<file path="src/tpf_pkg.sv">
// tpf_pkg: shared constants and types for the port fault and bus adc block
`default_nettype none
package tpf_pkg;
    localparam int unsigned CLK_KHZ          = 25000;
    localparam int unsigned DIAG_TIME_US     = 500;
    localparam int unsigned RETRY_TIME_MS    = 16;
    localparam int unsigned DISCH_TIME_MS    = 1;
    localparam int unsigned SAMPLE_TIME_MS   = 1;
    // derived cycle counts (least times round up)
    localparam int unsigned DIAG_CYC   = (DIAG_TIME_US * CLK_KHZ + 999) / 1000;
    localparam int unsigned RETRY_CYC  = RETRY_TIME_MS * CLK_KHZ;
    localparam int unsigned DISCH_CYC  = DISCH_TIME_MS * CLK_KHZ;
    localparam int unsigned SAMPLE_CYC = SAMPLE_TIME_MS * CLK_KHZ;
    localparam int unsigned TMR_W      = 20;
    localparam int unsigned FAULT_LIMIT = 3;

    // register offsets
    localparam logic [7:0] ADDR_POWER_CONFIG = 8'h1c;
    localparam logic [7:0] ADDR_CABLE_CTRL   = 8'h1d;
    localparam logic [7:0] ADDR_FAULT_CONFIG = 8'h1e;
    localparam logic [7:0] ADDR_PORT_STATUS  = 8'h1f;
    localparam logic [7:0] ADDR_VOLT_LOW     = 8'h70;
    localparam logic [7:0] ADDR_VOLT_HIGH    = 8'h71;
    localparam logic [7:0] ADDR_CURRENT      = 8'h80;

    // field positions
    localparam int unsigned POS_ADC_DISABLE  = 6;
    localparam int unsigned POS_CP_ENABLE    = 0;
    localparam int unsigned POS_CP_ORIENT    = 1;
    localparam int unsigned POS_RP_ADV       = 2;
    localparam int unsigned POS_REPORT_DIS   = 0;

    // reset values
    localparam logic [7:0] RST_POWER_CONFIG  = 8'h40;
    localparam logic [7:0] RST_CABLE_CTRL    = 8'h00;
    localparam logic [7:0] RST_FAULT_CONFIG  = 8'h00;
    // i2c target address, arbitrary default
    localparam logic [6:0] RST_I2C_ADDR      = 7'h28;

    typedef enum logic [2:0] {
        I2_IDLE, I2_ADDR, I2_ACK, I2_PTR, I2_WDATA, I2_RDATA, I2_MACK
    } tpf_i2c_state_type;

    typedef enum logic [1:0] {
        CP_OFF, CP_DIAG, CP_ON, CP_RETRY
    } tpf_cp_state_type;

    // one register access from the i2c target
    typedef struct packed {
        logic       wr;
        logic       rd;
        logic [7:0] addr;
        logic [7:0] wdata;
    } tpf_reg_req_type;
endpackage : tpf_pkg
`default_nettype wire

</file>
<file path="src/tpf_i2c_target.sv">
// tpf_i2c_target: oversampled i2c target turning bus bytes into reg accesses
`default_nettype none
module tpf_i2c_target
    import tpf_pkg::*;
#(
    parameter logic [6:0] DEV_ADDR = RST_I2C_ADDR
) (
    input  wire logic            clk_in,
    input  wire logic            rst_in,
    input  wire logic            scl_in,
    input  wire logic            sda_in,
    output logic                 sda_oe_out,
    input  wire logic [7:0]      rdata_in,
    output tpf_reg_req_type      req_out
);
    ////////////////////////////////////////////////////////////////////////
    logic [1:0]        scl_sync_r;
    logic [1:0]        sda_sync_r;
    logic              scl_d_r;
    logic              sda_d_r;
    tpf_i2c_state_type state_r;
    tpf_i2c_state_type next_r;
    logic [7:0]        shift_r;
    logic [3:0]        cnt_r;
    logic [7:0]        ptr_r;
    logic              drive_r;
    logic              wr_r;
    logic              rd_r;
    logic [7:0]        wdata_r;
    logic [7:0]        acc_addr_r;

    wire scl_s    = scl_sync_r[1];
    wire sda_s    = sda_sync_r[1];
    wire scl_rise = scl_s & ~scl_d_r;
    wire scl_fall = ~scl_s & scl_d_r;
    wire start_c  = scl_s & scl_d_r & sda_d_r & ~sda_s;
    wire stop_c   = scl_s & scl_d_r & ~sda_d_r & sda_s;
    wire byte_end = scl_fall & (cnt_r == 4'h8);
    wire addr_hit = (shift_r[7:1] == DEV_ADDR);

    assign sda_oe_out = drive_r;
    assign req_out    = '{wr: wr_r, rd: rd_r, addr: acc_addr_r,
                          wdata: wdata_r};

    // pins are foreign to this clock: two flops before any use
    always_ff @(posedge clk_in) begin
        scl_sync_r <= {scl_sync_r[0], scl_in};
        sda_sync_r <= {sda_sync_r[0], sda_in};
        scl_d_r    <= scl_s;
        sda_d_r    <= sda_s;
    end

    always_ff @(posedge clk_in) begin
        wr_r <= 1'b0;
        rd_r <= 1'b0;
        if (rst_in) begin
            state_r    <= I2_IDLE;
            next_r     <= I2_IDLE;
            shift_r    <= 8'h00;
            cnt_r      <= 4'h0;
            ptr_r      <= 8'h00;
            drive_r    <= 1'b0;
            wdata_r    <= 8'h00;
            acc_addr_r <= 8'h00;
        end else if (start_c) begin
            state_r <= I2_ADDR;
            cnt_r   <= 4'h0;
            drive_r <= 1'b0;
        end else if (stop_c) begin
            state_r <= I2_IDLE;
            drive_r <= 1'b0;
        end else begin
            case (state_r)
                I2_ADDR, I2_PTR, I2_WDATA: begin
                    if (scl_rise) begin
                        shift_r <= {shift_r[6:0], sda_s};
                        cnt_r   <= cnt_r + 4'h1;
                    end else if (byte_end) begin
                        drive_r <= 1'b1;
                        state_r <= I2_ACK;
                        if (state_r == I2_ADDR) begin
                            if (!addr_hit) begin
                                drive_r <= 1'b0;
                                state_r <= I2_IDLE;
                            end
                            next_r <= shift_r[0] ? I2_RDATA : I2_PTR;
                        end else if (state_r == I2_PTR) begin
                            ptr_r  <= shift_r;
                            next_r <= I2_WDATA;
                        end else begin
                            wr_r       <= 1'b1;
                            wdata_r    <= shift_r;
                            acc_addr_r <= ptr_r;
                            ptr_r      <= ptr_r + 8'h01;
                            next_r     <= I2_WDATA;
                        end
                    end
                end
                I2_ACK: begin
                    if (scl_fall) begin
                        drive_r <= 1'b0;
                        cnt_r   <= 4'h0;
                        state_r <= next_r;
                        if (next_r == I2_RDATA) begin
                            rd_r       <= 1'b1;
                            acc_addr_r <= ptr_r;
                            ptr_r      <= ptr_r + 8'h01;
                        end
                    end
                end
                I2_RDATA: begin
                    if (cnt_r == 4'h0) begin
                        // load a cycle late: mux follows the strobe address
                        shift_r <= rdata_in;
                        drive_r <= ~rdata_in[7];
                        cnt_r   <= 4'h1;
                    end else if (byte_end) begin
                        drive_r <= 1'b0;
                        state_r <= I2_MACK;
                    end else if (scl_fall) begin
                        drive_r <= ~shift_r[6];
                        shift_r <= {shift_r[6:0], 1'b0};
                        cnt_r   <= cnt_r + 4'h1;
                    end
                end
                I2_MACK: begin
                    if (scl_rise) begin
                        state_r <= sda_s ? I2_IDLE : I2_ACK;
                        next_r  <= I2_RDATA;
                    end
                end
                default: state_r <= I2_IDLE;
            endcase
        end
    end
endmodule : tpf_i2c_target
`default_nettype wire

</file>
<file path="src/tpf_port_top.sv">
// tpf_port_top: cable power fault retry, discharge, attach, bmc pin, bus adc
//
// Function
// - first uv fault: switch off, diag on, watch short
// - fault gone: normal soft-start again
// - later faults repeat it, counted consecutive
// - third fault: low flag, 16ms retry timer
// - retry expiry: restart, count at zero
// - low flag held while uv persists
// - report disable hides flag only
// - each disable discharges pin for 1ms
// - legacy sink termination reports attach
// - bmc drive overrides attach bias
// - bmc idle: high impedance
// - adc runs: 10-bit volt, 7-bit current
// - adc off at reset; bit 6 zero starts
// - bit 6 one stops the adc
// - each volt sample (every other tick) updates volt_r behind split regs
// - low byte read latches high bits
// - pin above short: start, diag off 500us
`default_nettype none
module tpf_port_top
    import tpf_pkg::*;
#(
    parameter logic [6:0]  I2C_ADDR   = RST_I2C_ADDR,
    parameter int unsigned DIAG_CNT   = DIAG_CYC,
    parameter int unsigned RETRY_CNT  = RETRY_CYC,
    parameter int unsigned DISCH_CNT  = DISCH_CYC,
    parameter int unsigned SAMPLE_CNT = SAMPLE_CYC,
    parameter int unsigned VOLT_W     = 10,
    parameter int unsigned CURR_W     = 7
) (
    input  wire logic              SYS_CLK_IN,
    input  wire logic              RESET_IN,
    input  wire logic              SCL_IN,
    input  wire logic              SDA_IN,
    output logic                   SDA_OUT,
    output logic                   SDA_OE_OUT,
    input  wire logic              CABLE_UV_IN,
    input  wire logic              ABOVE_SHORT_IN,
    input  wire logic              SINK_TERM_IN,
    input  wire logic [VOLT_W-1:0] ADC_VOLT_IN,
    input  wire logic [CURR_W-1:0] ADC_CURR_IN,
    input  wire logic              BMC_TX_ACTIVE_IN,
    input  wire logic              BMC_TX_BIT_IN,
    output logic [1:0]             CABLE_SWITCH_OUT,
    output logic [1:0]             DIAG_CURRENT_OUT,
    output logic [1:0]             DISCHARGE_OUT,
    output logic                   ATTACHED_OUT,
    output logic                   BMC_TX_OUT,
    output logic                   BMC_TX_OE_OUT,
    output logic                   ATTACH_BIAS_EN_OUT,
    output logic [1:0]             RP_ADV_OUT,
    output logic                   ADC_RUN_OUT
);
    ////////////////////////////////////////////////////////////////////////
    tpf_reg_req_type  req;
    logic [7:0]       rdata;
    logic [7:0]       power_config_r;
    logic [7:0]       cable_ctrl_r;
    logic [7:0]       fault_config_r;
    logic [1:0]       uv_sync_r;
    logic [1:0]       short_sync_r;
    logic [1:0]       sink_sync_r;
    logic [VOLT_W-1:0] volt_s1_r;
    logic [VOLT_W-1:0] volt_s2_r;
    logic [CURR_W-1:0] curr_s1_r;
    logic [CURR_W-1:0] curr_s2_r;
    tpf_cp_state_type cp_state_r;
    tpf_cp_state_type cp_state_nxt;
    logic [TMR_W-1:0] tmr_r;
    logic [TMR_W-1:0] tmr_nxt;
    logic [1:0]       fault_cnt_r;
    logic [1:0]       fault_cnt_nxt;
    logic             low_flag_r;
    logic             low_flag_set;
    logic             enable_d_r;
    logic [TMR_W-1:0] disch_tmr_r;
    logic             disch_ch_r;
    logic [TMR_W-1:0] sample_tmr_r;
    logic             phase_r;
    logic [VOLT_W-1:0] volt_r;
    logic [CURR_W-1:0] curr_r;
    logic [1:0]       high_latch_r;
    logic             attached_r;
    logic             bmc_bit_r;
    logic             bmc_oe_r;

    function automatic logic [1:0] chan_sel(input logic orient,
                                            input logic on);
        chan_sel = on ? (orient ? 2'b10 : 2'b01) : 2'b00;
    endfunction : chan_sel

    tpf_i2c_target #(
        .DEV_ADDR   (I2C_ADDR)
    ) u_i2c (
        .clk_in     (SYS_CLK_IN),
        .rst_in     (RESET_IN),
        .scl_in     (SCL_IN),
        .sda_in     (SDA_IN),
        .sda_oe_out (SDA_OE_OUT),
        .rdata_in   (rdata),
        .req_out    (req)
    );
    assign SDA_OUT = 1'b0;

    ////////////////////////////////////////////////////////////////////////
    // register decode
    wire wr_power = req.wr & (req.addr == ADDR_POWER_CONFIG);
    wire wr_cable = req.wr & (req.addr == ADDR_CABLE_CTRL);
    wire wr_fault = req.wr & (req.addr == ADDR_FAULT_CONFIG);
    wire rd_vlow  = req.rd & (req.addr == ADDR_VOLT_LOW);
    wire cp_enable  = cable_ctrl_r[POS_CP_ENABLE];
    wire cp_orient  = cable_ctrl_r[POS_CP_ORIENT];
    wire adc_run    = ~power_config_r[POS_ADC_DISABLE];
    wire uv_s       = uv_sync_r[1];
    wire short_ok_s = short_sync_r[1];
    wire flag_shown = low_flag_r & ~fault_config_r[POS_REPORT_DIS];
    wire [7:0] status_word = {4'h0, adc_run, cp_state_r == CP_ON,
                              attached_r, flag_shown};
    wire [7:0] volt_low_word = volt_r[7:0];
    wire [7:0] volt_high_word = {6'h00, high_latch_r};
    wire [7:0] curr_word = {{(8-CURR_W){1'b0}}, curr_r}; // top bit zero

    always_comb begin
        case (req.addr)
            ADDR_POWER_CONFIG: rdata = power_config_r;
            ADDR_CABLE_CTRL:   rdata = cable_ctrl_r;
            ADDR_FAULT_CONFIG: rdata = fault_config_r;
            ADDR_PORT_STATUS:  rdata = status_word;
            ADDR_VOLT_LOW:     rdata = volt_low_word;
            ADDR_VOLT_HIGH:    rdata = volt_high_word;
            ADDR_CURRENT:      rdata = curr_word;
            default:           rdata = 8'h00;
        endcase
    end

    always_ff @(posedge SYS_CLK_IN) begin
        if (RESET_IN) begin
            power_config_r <= RST_POWER_CONFIG; // adc off after reset
            cable_ctrl_r   <= RST_CABLE_CTRL;
            fault_config_r <= RST_FAULT_CONFIG;
        end else begin
            if (wr_power) begin
                power_config_r <= req.wdata; // bit 6 starts/stops
            end
            if (wr_cable) begin
                cable_ctrl_r <= req.wdata; // pull-up advert field
            end
            if (wr_fault) begin
                fault_config_r <= req.wdata;
            end
        end
    end

    // analog comparators are asynchronous: two flops each
    always_ff @(posedge SYS_CLK_IN) begin
        uv_sync_r    <= {uv_sync_r[0], CABLE_UV_IN};
        short_sync_r <= {short_sync_r[0], ABOVE_SHORT_IN};
        sink_sync_r  <= {sink_sync_r[0], SINK_TERM_IN};
        // converter words are held stable between samples, so a per-bit
        // sync is safe here; a moving bus would need a handshake
        volt_s1_r    <= ADC_VOLT_IN;
        volt_s2_r    <= volt_s1_r;
        curr_s1_r    <= ADC_CURR_IN;
        curr_s2_r    <= curr_s1_r;
    end

    ////////////////////////////////////////////////////////////////////////
    // cable power fault sequencer
    wire diag_done  = (tmr_r >= TMR_W'(DIAG_CNT - 1));
    wire retry_done = (tmr_r >= TMR_W'(RETRY_CNT - 1));

    always_comb begin
        cp_state_nxt  = cp_state_r;
        tmr_nxt       = tmr_r;
        fault_cnt_nxt = fault_cnt_r;
        low_flag_set  = 1'b0;
        case (cp_state_r)
            CP_OFF: begin
                tmr_nxt       = '0;
                fault_cnt_nxt = 2'd0;
                if (cp_enable && !uv_s) begin
                    cp_state_nxt = CP_DIAG;
                end
            end
            CP_DIAG: begin
                // only a clean pin with no fault advances the check
                if (uv_s || !short_ok_s) begin
                    tmr_nxt = '0;
                end else if (diag_done) begin
                    tmr_nxt      = '0;
                    cp_state_nxt = CP_ON; // soft-start, diag off
                end else begin
                    tmr_nxt = tmr_r + 1'b1;
                end
            end
            CP_ON: begin
                if (uv_s) begin
                    tmr_nxt = '0;
                    if (fault_cnt_r == 2'(FAULT_LIMIT - 1)) begin
                        fault_cnt_nxt = 2'(FAULT_LIMIT);
                        low_flag_set  = 1'b1;
                        cp_state_nxt  = CP_RETRY;
                    end else begin
                        fault_cnt_nxt = fault_cnt_r + 2'd1;
                        cp_state_nxt  = CP_DIAG; // open and diagnose
                    end
                end else if (diag_done) begin
                    fault_cnt_nxt = 2'd0;
                end else begin
                    tmr_nxt = tmr_r + 1'b1;
                end
            end
            CP_RETRY: begin
                if (retry_done) begin
                    tmr_nxt       = '0;
                    fault_cnt_nxt = 2'd0;
                    cp_state_nxt  = CP_DIAG;
                end else begin
                    tmr_nxt = tmr_r + 1'b1;
                end
            end
            default: cp_state_nxt = CP_OFF;
        endcase
        if (!cp_enable) begin
            cp_state_nxt = CP_OFF;
        end
    end

    always_ff @(posedge SYS_CLK_IN) begin
        if (RESET_IN) begin
            cp_state_r  <= CP_OFF;
            tmr_r       <= '0;
            fault_cnt_r <= 2'd0;
            low_flag_r  <= 1'b0;
        end else begin
            cp_state_r  <= cp_state_nxt;
            tmr_r       <= tmr_nxt;
            fault_cnt_r <= fault_cnt_nxt;
            // set beats the clear by the fault going away
            low_flag_r  <= low_flag_set | (low_flag_r & uv_s);
        end
    end

    // discharge on every disable, on the channel that cp_orient selects as enable clears
    always_ff @(posedge SYS_CLK_IN) begin
        if (RESET_IN) begin
            enable_d_r  <= 1'b0;
            disch_tmr_r <= '0;
            disch_ch_r  <= 1'b0;
        end else begin
            enable_d_r <= cp_enable;
            if (enable_d_r && !cp_enable) begin
                disch_tmr_r <= TMR_W'(DISCH_CNT);
                disch_ch_r  <= cp_orient;
            end else if (disch_tmr_r != '0) begin
                disch_tmr_r <= disch_tmr_r - 1'b1;
            end
        end
    end

    ////////////////////////////////////////////////////////////////////////
    // bus adc: voltage and current alternate, one per sample period
    wire sample_tick = adc_run && (sample_tmr_r >= TMR_W'(SAMPLE_CNT - 1));

    always_ff @(posedge SYS_CLK_IN) begin
        if (RESET_IN) begin
            sample_tmr_r <= '0;
            phase_r      <= 1'b0;
            volt_r       <= '0;
            curr_r       <= '0;
            high_latch_r <= 2'b00;
        end else begin
            if (!adc_run || sample_tick) begin
                sample_tmr_r <= '0;
            end else begin
                sample_tmr_r <= sample_tmr_r + 1'b1; // restarts each tick, held at zero while adc off
            end
            if (sample_tick) begin
                phase_r <= ~phase_r;
                if (!phase_r) begin
                    volt_r <= volt_s2_r;
                end else begin
                    curr_r <= curr_s2_r;
                end
            end
            if (rd_vlow) begin
                high_latch_r <= volt_r[9:8];
            end
        end
    end

    // attach report and bmc pin
    always_ff @(posedge SYS_CLK_IN) begin
        if (RESET_IN) begin
            attached_r <= 1'b0;
            bmc_bit_r  <= 1'b0;
            bmc_oe_r   <= 1'b0;
        end else begin
            attached_r <= sink_sync_r[1];
            bmc_bit_r  <= BMC_TX_BIT_IN;
            bmc_oe_r   <= BMC_TX_ACTIVE_IN; // release when idle
        end
    end

    assign BMC_TX_OUT         = bmc_bit_r;
    assign BMC_TX_OE_OUT      = bmc_oe_r;
    assign ATTACH_BIAS_EN_OUT = ~bmc_oe_r;
    assign ATTACHED_OUT       = attached_r;
    assign RP_ADV_OUT         = cable_ctrl_r[POS_RP_ADV+1:POS_RP_ADV];
    assign ADC_RUN_OUT        = adc_run;
    assign CABLE_SWITCH_OUT   = chan_sel(cp_orient, cp_state_r == CP_ON);
    assign DIAG_CURRENT_OUT   = chan_sel(cp_orient, cp_state_r == CP_DIAG);
    assign DISCHARGE_OUT      = chan_sel(disch_ch_r, disch_tmr_r != '0);
endmodule : tpf_port_top
`default_nettype wire
</file>
<file path="config.mk">
export PLATFORM = sky130hd
export DESIGN_NAME = tpf_port_top
export DESIGN_NICKNAME = d
export VERILOG_FILES = /design/src/tpf_pkg.sv /design/src/tpf_i2c_target.sv /design/src/tpf_port_top.sv
export SDC_FILE = /design/constraint.sdc
export NUM_CORES = 1
export LEC_CHECK = 0
export BUFFER_PORTS_ARGS = -buffer_cell sky130_fd_sc_hd__clkbuf_2
export CAP_MARGIN = 20
export CELL_PAD_IN_SITES_DETAIL_PLACEMENT = 0
export CELL_PAD_IN_SITES_GLOBAL_PLACEMENT = 1
export CORE_ASPECT_RATIO = 1.5
export CORE_MARGIN = 2
export CORE_UTILIZATION = 50
export DETAILED_ROUTE_END_ITERATION = 6
export GPL_ROUTABILITY_DRIVEN = 0
export HOLD_SLACK_MARGIN = 0.06
export PLACE_DENSITY_LB_ADDON = 0.05
export SYNTH_ARGS = -nofsm -noshare
export SYNTH_HDL_FRONTEND = slang
export SYNTH_SLANG_ARGS = --single-unit
</file>
<file path="constraint.sdc">
create_clock -name SYS_CLK_IN -period 3.35 [get_ports SYS_CLK_IN]
set_clock_uncertainty 0.1 [all_clocks]
set_input_delay 0.5025 -clock SYS_CLK_IN [delete_from_list [all_inputs] [get_ports SYS_CLK_IN]]
set_output_delay 0.5025 -clock SYS_CLK_IN [all_outputs]
set_load 0.02 [all_outputs]
</file>
Word-level counts from Yosys, hierarchy flattened:

Cells that the tools add are included.

* bits in registers: 205
* bits of input ports: 26
* output and inout port bits: 15
* word-level logic and storage cells: 252

* add/subtract/negate cells: 6
* $lt $le $gt $ge: 3
* eq/ne operators: 46
* mux-type cells: 83
* bitwise logic cells: 35
* reductions and logical operators: 38

Operators by type and width (number)
* 8-bit 2-to-1 mux: 16
* 20-bit 2-to-1 mux: 5
* 20-bit case mux with 4 select lines: 1
* 8-bit case mux with 7 select lines: 1
* 8-bit case mux with 2 select lines: 3
* 20-bit by 1-bit adder with 20-bit output, second input constant: 2
* 3-bit 2-to-1 mux: 12
* 2-bit 2-to-1 mux: 17
* 8-bit by 5-bit == test with 1-bit output, second input constant: 4
* 15-bit 2-to-1 mux: 2
* 6-bit AND reduction: 5
* 20-bit by 14-bit greater-or-equal comparator with 1-bit output, second input constant: 1
* 20-bit by 15-bit greater-or-equal comparator with 1-bit output, second input constant: 1
* 20-bit by 19-bit greater-or-equal comparator with 1-bit output, second input constant: 1
* 4-bit 2-to-1 mux: 5
* 4-bit by 1-bit inequality test with 1-bit output, second input constant: 5
* 1-bit inverter: 20
* 20-bit nonzero test: 1
* 20-bit by 1-bit subtractor with 20-bit output, second input constant: 1
* 2-bit inequality test, second input constant: 9
* 8-bit by 7-bit == test with 1-bit output, second input constant: 2
* 1-bit 2-to-1 mux: 15
* 1-bit bitwise AND: 14
* 3-bit == test, second input constant: 4
* other kinds (40): 64

Longest topological paths before layout:

Gate-level depths: netlist of the first run.

* depth in word-level cells: 8
* gate-level depth with buffers: 9
* depth with buffers taken out: 8

Hierarchy:

From an unflattened synthesis of the first run, not the netlist that was laid out.

* cells, all modules: 973
* area total of the unflattened synthesis: 8977.4 µm²

By module, submodules not included
* tpf_port_top: instances 1, cells each 650, area each 6168.4 µm², sequential area each 3083.0 µm²
* tpf_i2c_target: instances 1, cells each 323, area each 2808.9 µm², sequential area each 1021.0 µm²

Worst setup path after synthesis of the first run:

OpenSTA, ideal clock, no wires.

* path type: register to output
* from: register disch_tmr_r[10]
* to: output port DISCHARGE_OUT[1]
* arrival: 1609 ps
* data required time: 2747 ps
* setup slack: 1138 ps
* cell stages (with the launch flop): 6
* path buffers: 1
* cell sequence: dfxtp_1 nor4_1 and4_1 nand3_1 clkbuf_1 and2_1

* cells in the longest elaborated chain, start to end: 2

Ends and longest elaborated chain
* from (decl): line tpf_port_top.sv:78 `logic [TMR_W-1:0] disch_tmr_r;`
* from (signal assigned): line tpf_port_top.sv:255 `disch_tmr_r <= TMR_W'(DISCH_CNT);`
* from (signal assigned): line tpf_port_top.sv:258 `disch_tmr_r <= disch_tmr_r - 1'b1;`
* 20-bit nonzero test: line tpf_port_top.sv:315 `assign DISCHARGE_OUT = chan_sel(disch_ch_r, disch_tmr_r != '0);`
* 2-bit 2-to-1 mux: line tpf_port_top.sv:91 `chan_sel = on ? (orient ? 2'b10 : 2'b01) : 2'b00;`
* to (decl): line tpf_port_top.sv:48 `output logic [1:0] DISCHARGE_OUT,`

Every way passes these cells.

Worst setup path after layout of the first run:

Ends and elaborated chain as after synthesis.

==> flow_metrics.env, run 1 <==
export IMPL_core_area_um2=16700
export IMPL_tightest_slew_ps=939
export IMPL_htree_levels=1
export IMPL_period_share_pct=88.0
export IMPL_slowest_stage="nor4_1"
export IMPL_grt_usage_pct=21.0
export IMPL_synth_top_family_by_area="simple AND/OR/NAND/NOR gates"
export IMPL_cts_buffer_depth=3
export IMPL_synth_mux_area_fraction_pct=7.51
export IMPL_ys_seq_area_share_pct=48.4
export IMPL_synth_edf_count=0
export IMPL_grt_max_degree=54
export IMPL_grt_ovfl_total=0
export IMPL_yosys_most_used_dff="dfxtp_1"
export IMPL_cts_tree="yes"
export IMPL_synth_simple_area_share_pct=22.2
export IMPL_vias_per_cell=5.61
export IMPL_rsz0062_at_grt="no"
export IMPL_drt_wl_total_um=18800
export IMPL_relSlewSlack_pct=37.1
export IMPL_worst_slack_ps=402
export IMPL_pre_cts_slack_ps=766
export IMPL_grt_pass1_wl_um=30700
export IMPL_status="finished clean"
export IMPL_vdd_drop_max_mv=0.536
export IMPL_diodes=0
export IMPL_hp_class="in -> reg"
export IMPL_end_kind="output pin"
export IMPL_cp_cell_sequence="nor4_1 -> and4_1 -> nand3_1 -> buf_4 -> and2_1 -> clkbuf_2"
export IMPL_dieHeight_um=163
export IMPL_finalSetupViolCount=0
export IMPL_drc_errors=0
export IMPL_start_util_pct=50.8
export IMPL_drt_pass1_iterations=5
export IMPL_clock_latency_ps=500
export IMPL_ys_warnings_count=0
export IMPL_syn_area_per_cell_um2=9.12
export IMPL_synth_adder_area_share_pct=1.92
export IMPL_synth_top_area_share_pct=48.4
export IMPL_fin_crit_ps=2950
export IMPL_tns_ps=0
export IMPL_cts_sinks=205
export IMPL_cp_slowest_stage_delay_ps=460
export IMPL_nFillCells=1498
export IMPL_pwr_density_cell_nw_per_um2=577
export IMPL_dieArea_um2=18000
export IMPL_dp_hpwl_um=13200
export IMPL_antenna_found_initial=0
export IMPL_path_max_fanout=13
export IMPL_vias=6797
export IMPL_layout_nets=1028
export IMPL_max_cap_violations=0
export IMPL_netlist_top_cell_by_area="dfxtp_1"
export IMPL_synthTopCellsByArea="dfxtp_1, mux2i_1, nor2_1"
export IMPL_cts_root_buf="clkbuf_16"
export IMPL_critPathTopFamily="simple AND/OR/NAND/NOR gates"
export IMPL_layout_drive_gt1_share_pct=10.6
export IMPL_arrival_ps=2350
export IMPL_startpoint_type="flip-flop"
export IMPL_drv_slew=0
export IMPL_pin_count=41
export IMPL_rows=58
export IMPL_yosysUniqueCellTypes=71
export IMPL_max_freq_ghz=0.339
export IMPL_first_iter_violations=485
export IMPL_grt_pass1_vias=6505
export IMPL_port_buffers=39
export IMPL_wl_per_cell_um=15.5
export IMPL_clk_pin_slew_worst_paths_ps=60
export IMPL_required_ps=2750
export IMPL_netlist_area_um2=8480
export IMPL_p_leak_uw=0.00384
export IMPL_die_w_um=110
export IMPL_synthCells=930
export IMPL_synth_compound_area_share_pct=13.4
export IMPL_area_delta_synth_final_pct=15.6
export IMPL_async_reset_ff_share_pct=0
export IMPL_ys_seq_elements=205
export IMPL_worstSetupPathType="reg -> out"
export IMPL_post_cts_buffers=0
export IMPL_crit_buf_inv=2
export IMPL_ant_nets=0
export IMPL_cts_inserted_buffers=21
export IMPL_hold_violations=0
export IMPL_synth_xor_area_share_pct=3.62
[kinds of logic after synthesis]
group                    count (synthesis)
adder cells (fa/ha/maj)                 13
XOR/XNOR                                35
multiplexers                            62
AO/OA/AOI/OAI                          174
AND/OR/NAND/NOR                        380
buffers and inverters                   60
other                                    1
flip-flops                             205
[cell usage in the layout (no fill, tap or decap), types with 5 or more instances in the layout]
| cell | count |
|---|---|
| dfxtp_1 | 205 |
| nor2_1 | 141 |
| nand2_1 | 63 |
| mux2i_1 | 58 |
| a21oi_1 | 57 |
| o21ai_0 | 39 |
| clkbuf_2 | 38 |
| nand3_1 | 37 |
| dlygate4sd3_1 | 22 |
| xor2_1 | 21 |
| clkbuf_16 | 21 |
| inv_1 | 19 |
| nor3_1 | 19 |
| nand2b_1 | 17 |
| or3_1 | 17 |
| xnor2_1 | 14 |
| and3_1 | 14 |
| a22oi_1 | 13 |
| ha_1 | 13 |
| nor2b_1 | 12 |
| nor4_1 | 10 |
| buf_4 | 10 |
| a31oi_1 | 9 |
| nand4_1 | 9 |
| a211oi_1 | 9 |
| or2_2 | 6 |
| nor3b_1 | 6 |
| conb_1 | 6 |
| and2_1 | 5 |
| nand4b_1 | 5 |
| clkbuf_8 | 5 |
[sequential cells by signal (all words and copies together), names as in the netlist, 3 cells and up]
name / cells
u_i2c.state_r: 3
power_config_r: 8
fault_config_r: 8
volt_r: 10
u_i2c.wdata_r: 8
u_i2c.ptr_r: 8
volt_s2_r: 10
cable_ctrl_r: 8
u_i2c.cnt_r: 4
tmr_r: 20
disch_tmr_r: 20
sample_tmr_r: 20
u_i2c.next_r: 3
curr_r: 7
curr_s2_r: 7
u_i2c.acc_addr_r: 8
volt_s1_r: 10
curr_s1_r: 7
u_i2c.shift_r: 8
[worst paths after layout]
kind	start	endpoint	slack [ps]	cells after the start
worst max-delay path	disch_tmr_r[10]	DISCHARGE_OUT[1]	400	6
worst max register to register	u_i2c.state_r[0]	u_i2c.shift_r[2]	720	6
worst min register to register	volt_s1_r[6]	volt_s2_r[6]	220	0
worst min-delay path	BMC_TX_ACTIVE_IN	BMC_TX_OE_OUT	120	2
[power by group]
group,total [uW],switching (uW),internal (uW)
clock,2410,926,1480
sequential,2640,96.4,2540
combinational,599,339,260
total,5650,1360,4290
[per-stage QoR]
stage | hold slack (ps) | cells | cell area [um2] | utilization, % | power (uW)
floorplan | 210 | 935 | 8500 | - | 3110
global placement | 212 | 1154 | 8860 | 53.1 | 3250
detailed placement | 212 | 1154 | 8860 | 53.1 | 3270
CTS | 102 | 1211 | 9800 | 58.7 | 5710
global route | 115 | 1211 | 9800 | 58.7 | 5890
finish | 116 | 1211 | 9800 | 58.7 | 5650
[routing by layer]
| metal | up-vias | track usage (%) | share of wire, % |
|---|---|---|---|
| met2 | 134 | 38.7 | 52 |
| met5 | - | 0 | 0 |
| met4 | 0 | 7.67 | 3.0 |
| met1 | 3215 | 24.1 | 42 |
| li1 | 3402 | - | - |
| met3 | 46 | 2.95 | 3.2 |
[repair_timing]
action                                  in CTS  in global routing
hold buffers                                22                  0
hold endpoints to repair                    22                  0
resized for setup                            0                  0
endpoints found under the setup margin       0                  0
[layout make-up]
class,count,area (um2),area share (%)
timing repair buffer,70,485,4.96
tap,210,263,2.68
clock inverter,8,121,1.24
clock buffer,27,598,6.10
inverter,21,78.8,0.805
multi-input combinational,670,4150,42.3
sequential,205,4100,41.9
[cells in the mapped netlist (5+ instances only)]
library cell / instances
nor3b_1: 6
a31oi_1: 9
nand2b_1: 17
nand3_1: 37
or2_2: 6
inv_1: 19
nand2_1: 63
nor3_1: 19
nand4_1: 9
a21oi_1: 57
mux2i_1: 58
xor2_1: 21
nor4_1: 10
nor2_1: 141
clkbuf_1: 27
or3_1: 17
nand4b_1: 5
buf_2: 8
ha_1: 13
xnor2_1: 14
a22oi_1: 13
and3_1: 14
nor2b_1: 12
a211oi_1: 9
o21ai_0: 39
and2_1: 5
dfxtp_1: 205
Note: power is estimated with default switching activity, not from simulation.
==> inputs of run 2 (changes only) <==
- REMOVE_ABC_BUFFERS: not set -> 1
==> flow_metrics.env, run 2 (synthesis gave the netlist of run 1 again) <==
export IMPL_core_area_um2=16700
export IMPL_arrival_ps=2390
export IMPL_reg_top3="disch_tmr_r x20, sample_tmr_r x20, tmr_r x20"
export IMPL_pre_cts_slack_ps=773
export IMPL_grt_pass1_wl_um=31900
export IMPL_cp_cell_sequence="nor4_1 -> and4_1 -> nand3_1 -> buf_4 -> and2_1 -> clkbuf_2"
export IMPL_status="finished clean"
export IMPL_htree_levels=1
export IMPL_p_leak_uw=0.00384
export IMPL_slowest_stage="nor4_1"
export IMPL_drt_wl_total_um=19100
export IMPL_required_ps=2750
export IMPL_period_share_pct=89.4
export IMPL_ant_nets=0
export IMPL_startpoint_type="flip-flop"
export IMPL_grt_usage_pct=21.7
export IMPL_drc_errors=0
export IMPL_final_cell_mix="dfxtp_1, nor2_1, nand2_1"
export IMPL_tightest_slew_ps=915
export IMPL_clock_latency_ps=500
export IMPL_rows=58
export IMPL_fin_cells=1210
export IMPL_cts_resized=0
export IMPL_cts_inserted_buffers=21
export IMPL_area_delta_synth_final_pct=15.7
export IMPL_finalSetupViolCount=0
export IMPL_dieArea_um2=18000
export IMPL_crit_buf_inv=2
export IMPL_max_freq_ghz=0.334
export IMPL_path_max_fanout=13
export IMPL_first_iter_violations=382
export IMPL_pin_count=41
export IMPL_worstSetupPathType="reg -> out"
export IMPL_grt_ovfl_total=0
export IMPL_layout_drive_gt1_share_pct=10.3
export IMPL_cts_sinks=205
export IMPL_hold_violations=0
export IMPL_grt_pass1_vias=6749
export IMPL_tns_ps=0
export IMPL_vdd_drop_max_mv=0.495
export IMPL_grt_max_degree=44
export IMPL_cts_tree="yes"
export IMPL_hp_class="in -> reg"
export IMPL_fin_crit_ps=2990
export IMPL_diodes=0
export IMPL_vias=6852
export IMPL_cts_root_buf="clkbuf_16"
export IMPL_die_w_um=110
export IMPL_clk_pin_slew_worst_paths_ps=60
export IMPL_whs_ps=108
export IMPL_finalPower_uw=5780
export IMPL_relSlewSlack_pct=38.8
export IMPL_layout_nets=1024
export IMPL_final_common_cell="dfxtp_1"
export IMPL_worst_slack_ps=356
export IMPL_vias_per_cell=5.66
export IMPL_cp_slowest_stage_delay_ps=510
export IMPL_drv_slew=0
export IMPL_rsz0062_at_grt="no"
export IMPL_drt_pass1_iterations=5
export IMPL_port_buffers=39
export IMPL_start_util_pct=50.8
export IMPL_dieHeight_um=163
export IMPL_wl_per_cell_um=15.8
export IMPL_dpl_cell_count=1150
export IMPL_pwr_density_cell_nw_per_um2=590
export IMPL_critPathTopFamily="simple AND/OR/NAND/NOR gates"
export IMPL_max_cap_violations=0
export IMPL_end_kind="output pin"
export IMPL_dp_hpwl_um=13200
export IMPL_antenna_found_initial=0
export IMPL_cts_buffer_depth=3
==> run 2: cell count changes in the layout (fill, tap and decap cells not counted), sizes merged <==
cell / before / now
clkinv: 4 / 5
clkbuf: 65 / 64
bufinv: 3 / 5
buf: 10 / 6
clkinvlp: 1 / 2
==> run 2: final timing paths <==
kind         cells after the start             start  slack, ps               end
max                              6   disch_tmr_r[10]        360  DISCHARGE_OUT[1]
min                              2     BMC_TX_BIT_IN        110        BMC_TX_OUT
max reg2reg                      6  u_i2c.state_r[0]        710  u_i2c.shift_r[2]
min reg2reg                      0      volt_s1_r[5]        220      volt_s2_r[5]
==> run 2: through the flow <==
| stage | area, um2 | utilization, % |
|---|---|---|
| after floorplan | 8330 | - |
| after global placement | 8830 | 52.9 |
| after detailed placement | 8830 | 52.9 |
| after CTS | 9810 | 58.7 |
| after global routing | 9810 | 58.7 |
| final | 9810 | 58.7 |
==> run 2: routing by layer <==
layer,wire length (um),up-vias,part of all wire (%),GRT usage [%]
met4,582,0,3.0,7.90
met5,0,-,0,0
met3,550,47,2.9,2.51
met2,9960,128,52,39.8
met1,8020,3280,42,25.4
li1,-,3397,-,-
==> run 2: final cells by class <==
type	count	area [um2]
Inverter	21	78.8
Sequential cell	205	4100
Clock inverter	12	194
Multi-Input combinational cell	670	4150
Clock buffer	26	564
Timing Repair Buffer	66	455
Fill cell	1500	6890
Tap cell	210	263
==> run 2: where the power goes <==
group          internal, uW  switching [uW]
Clock                  1590             965
Sequential             2540            92.8
Combinational           259             336
Total                  4390            1390
==> run 2: repair_timing <==
action                                  4_1_cts  5_1_grt
buffers inserted                              0        0
hold buffers                                 22        0
hold endpoints to repair                     22        0
endpoints found under the setup margin        0        0
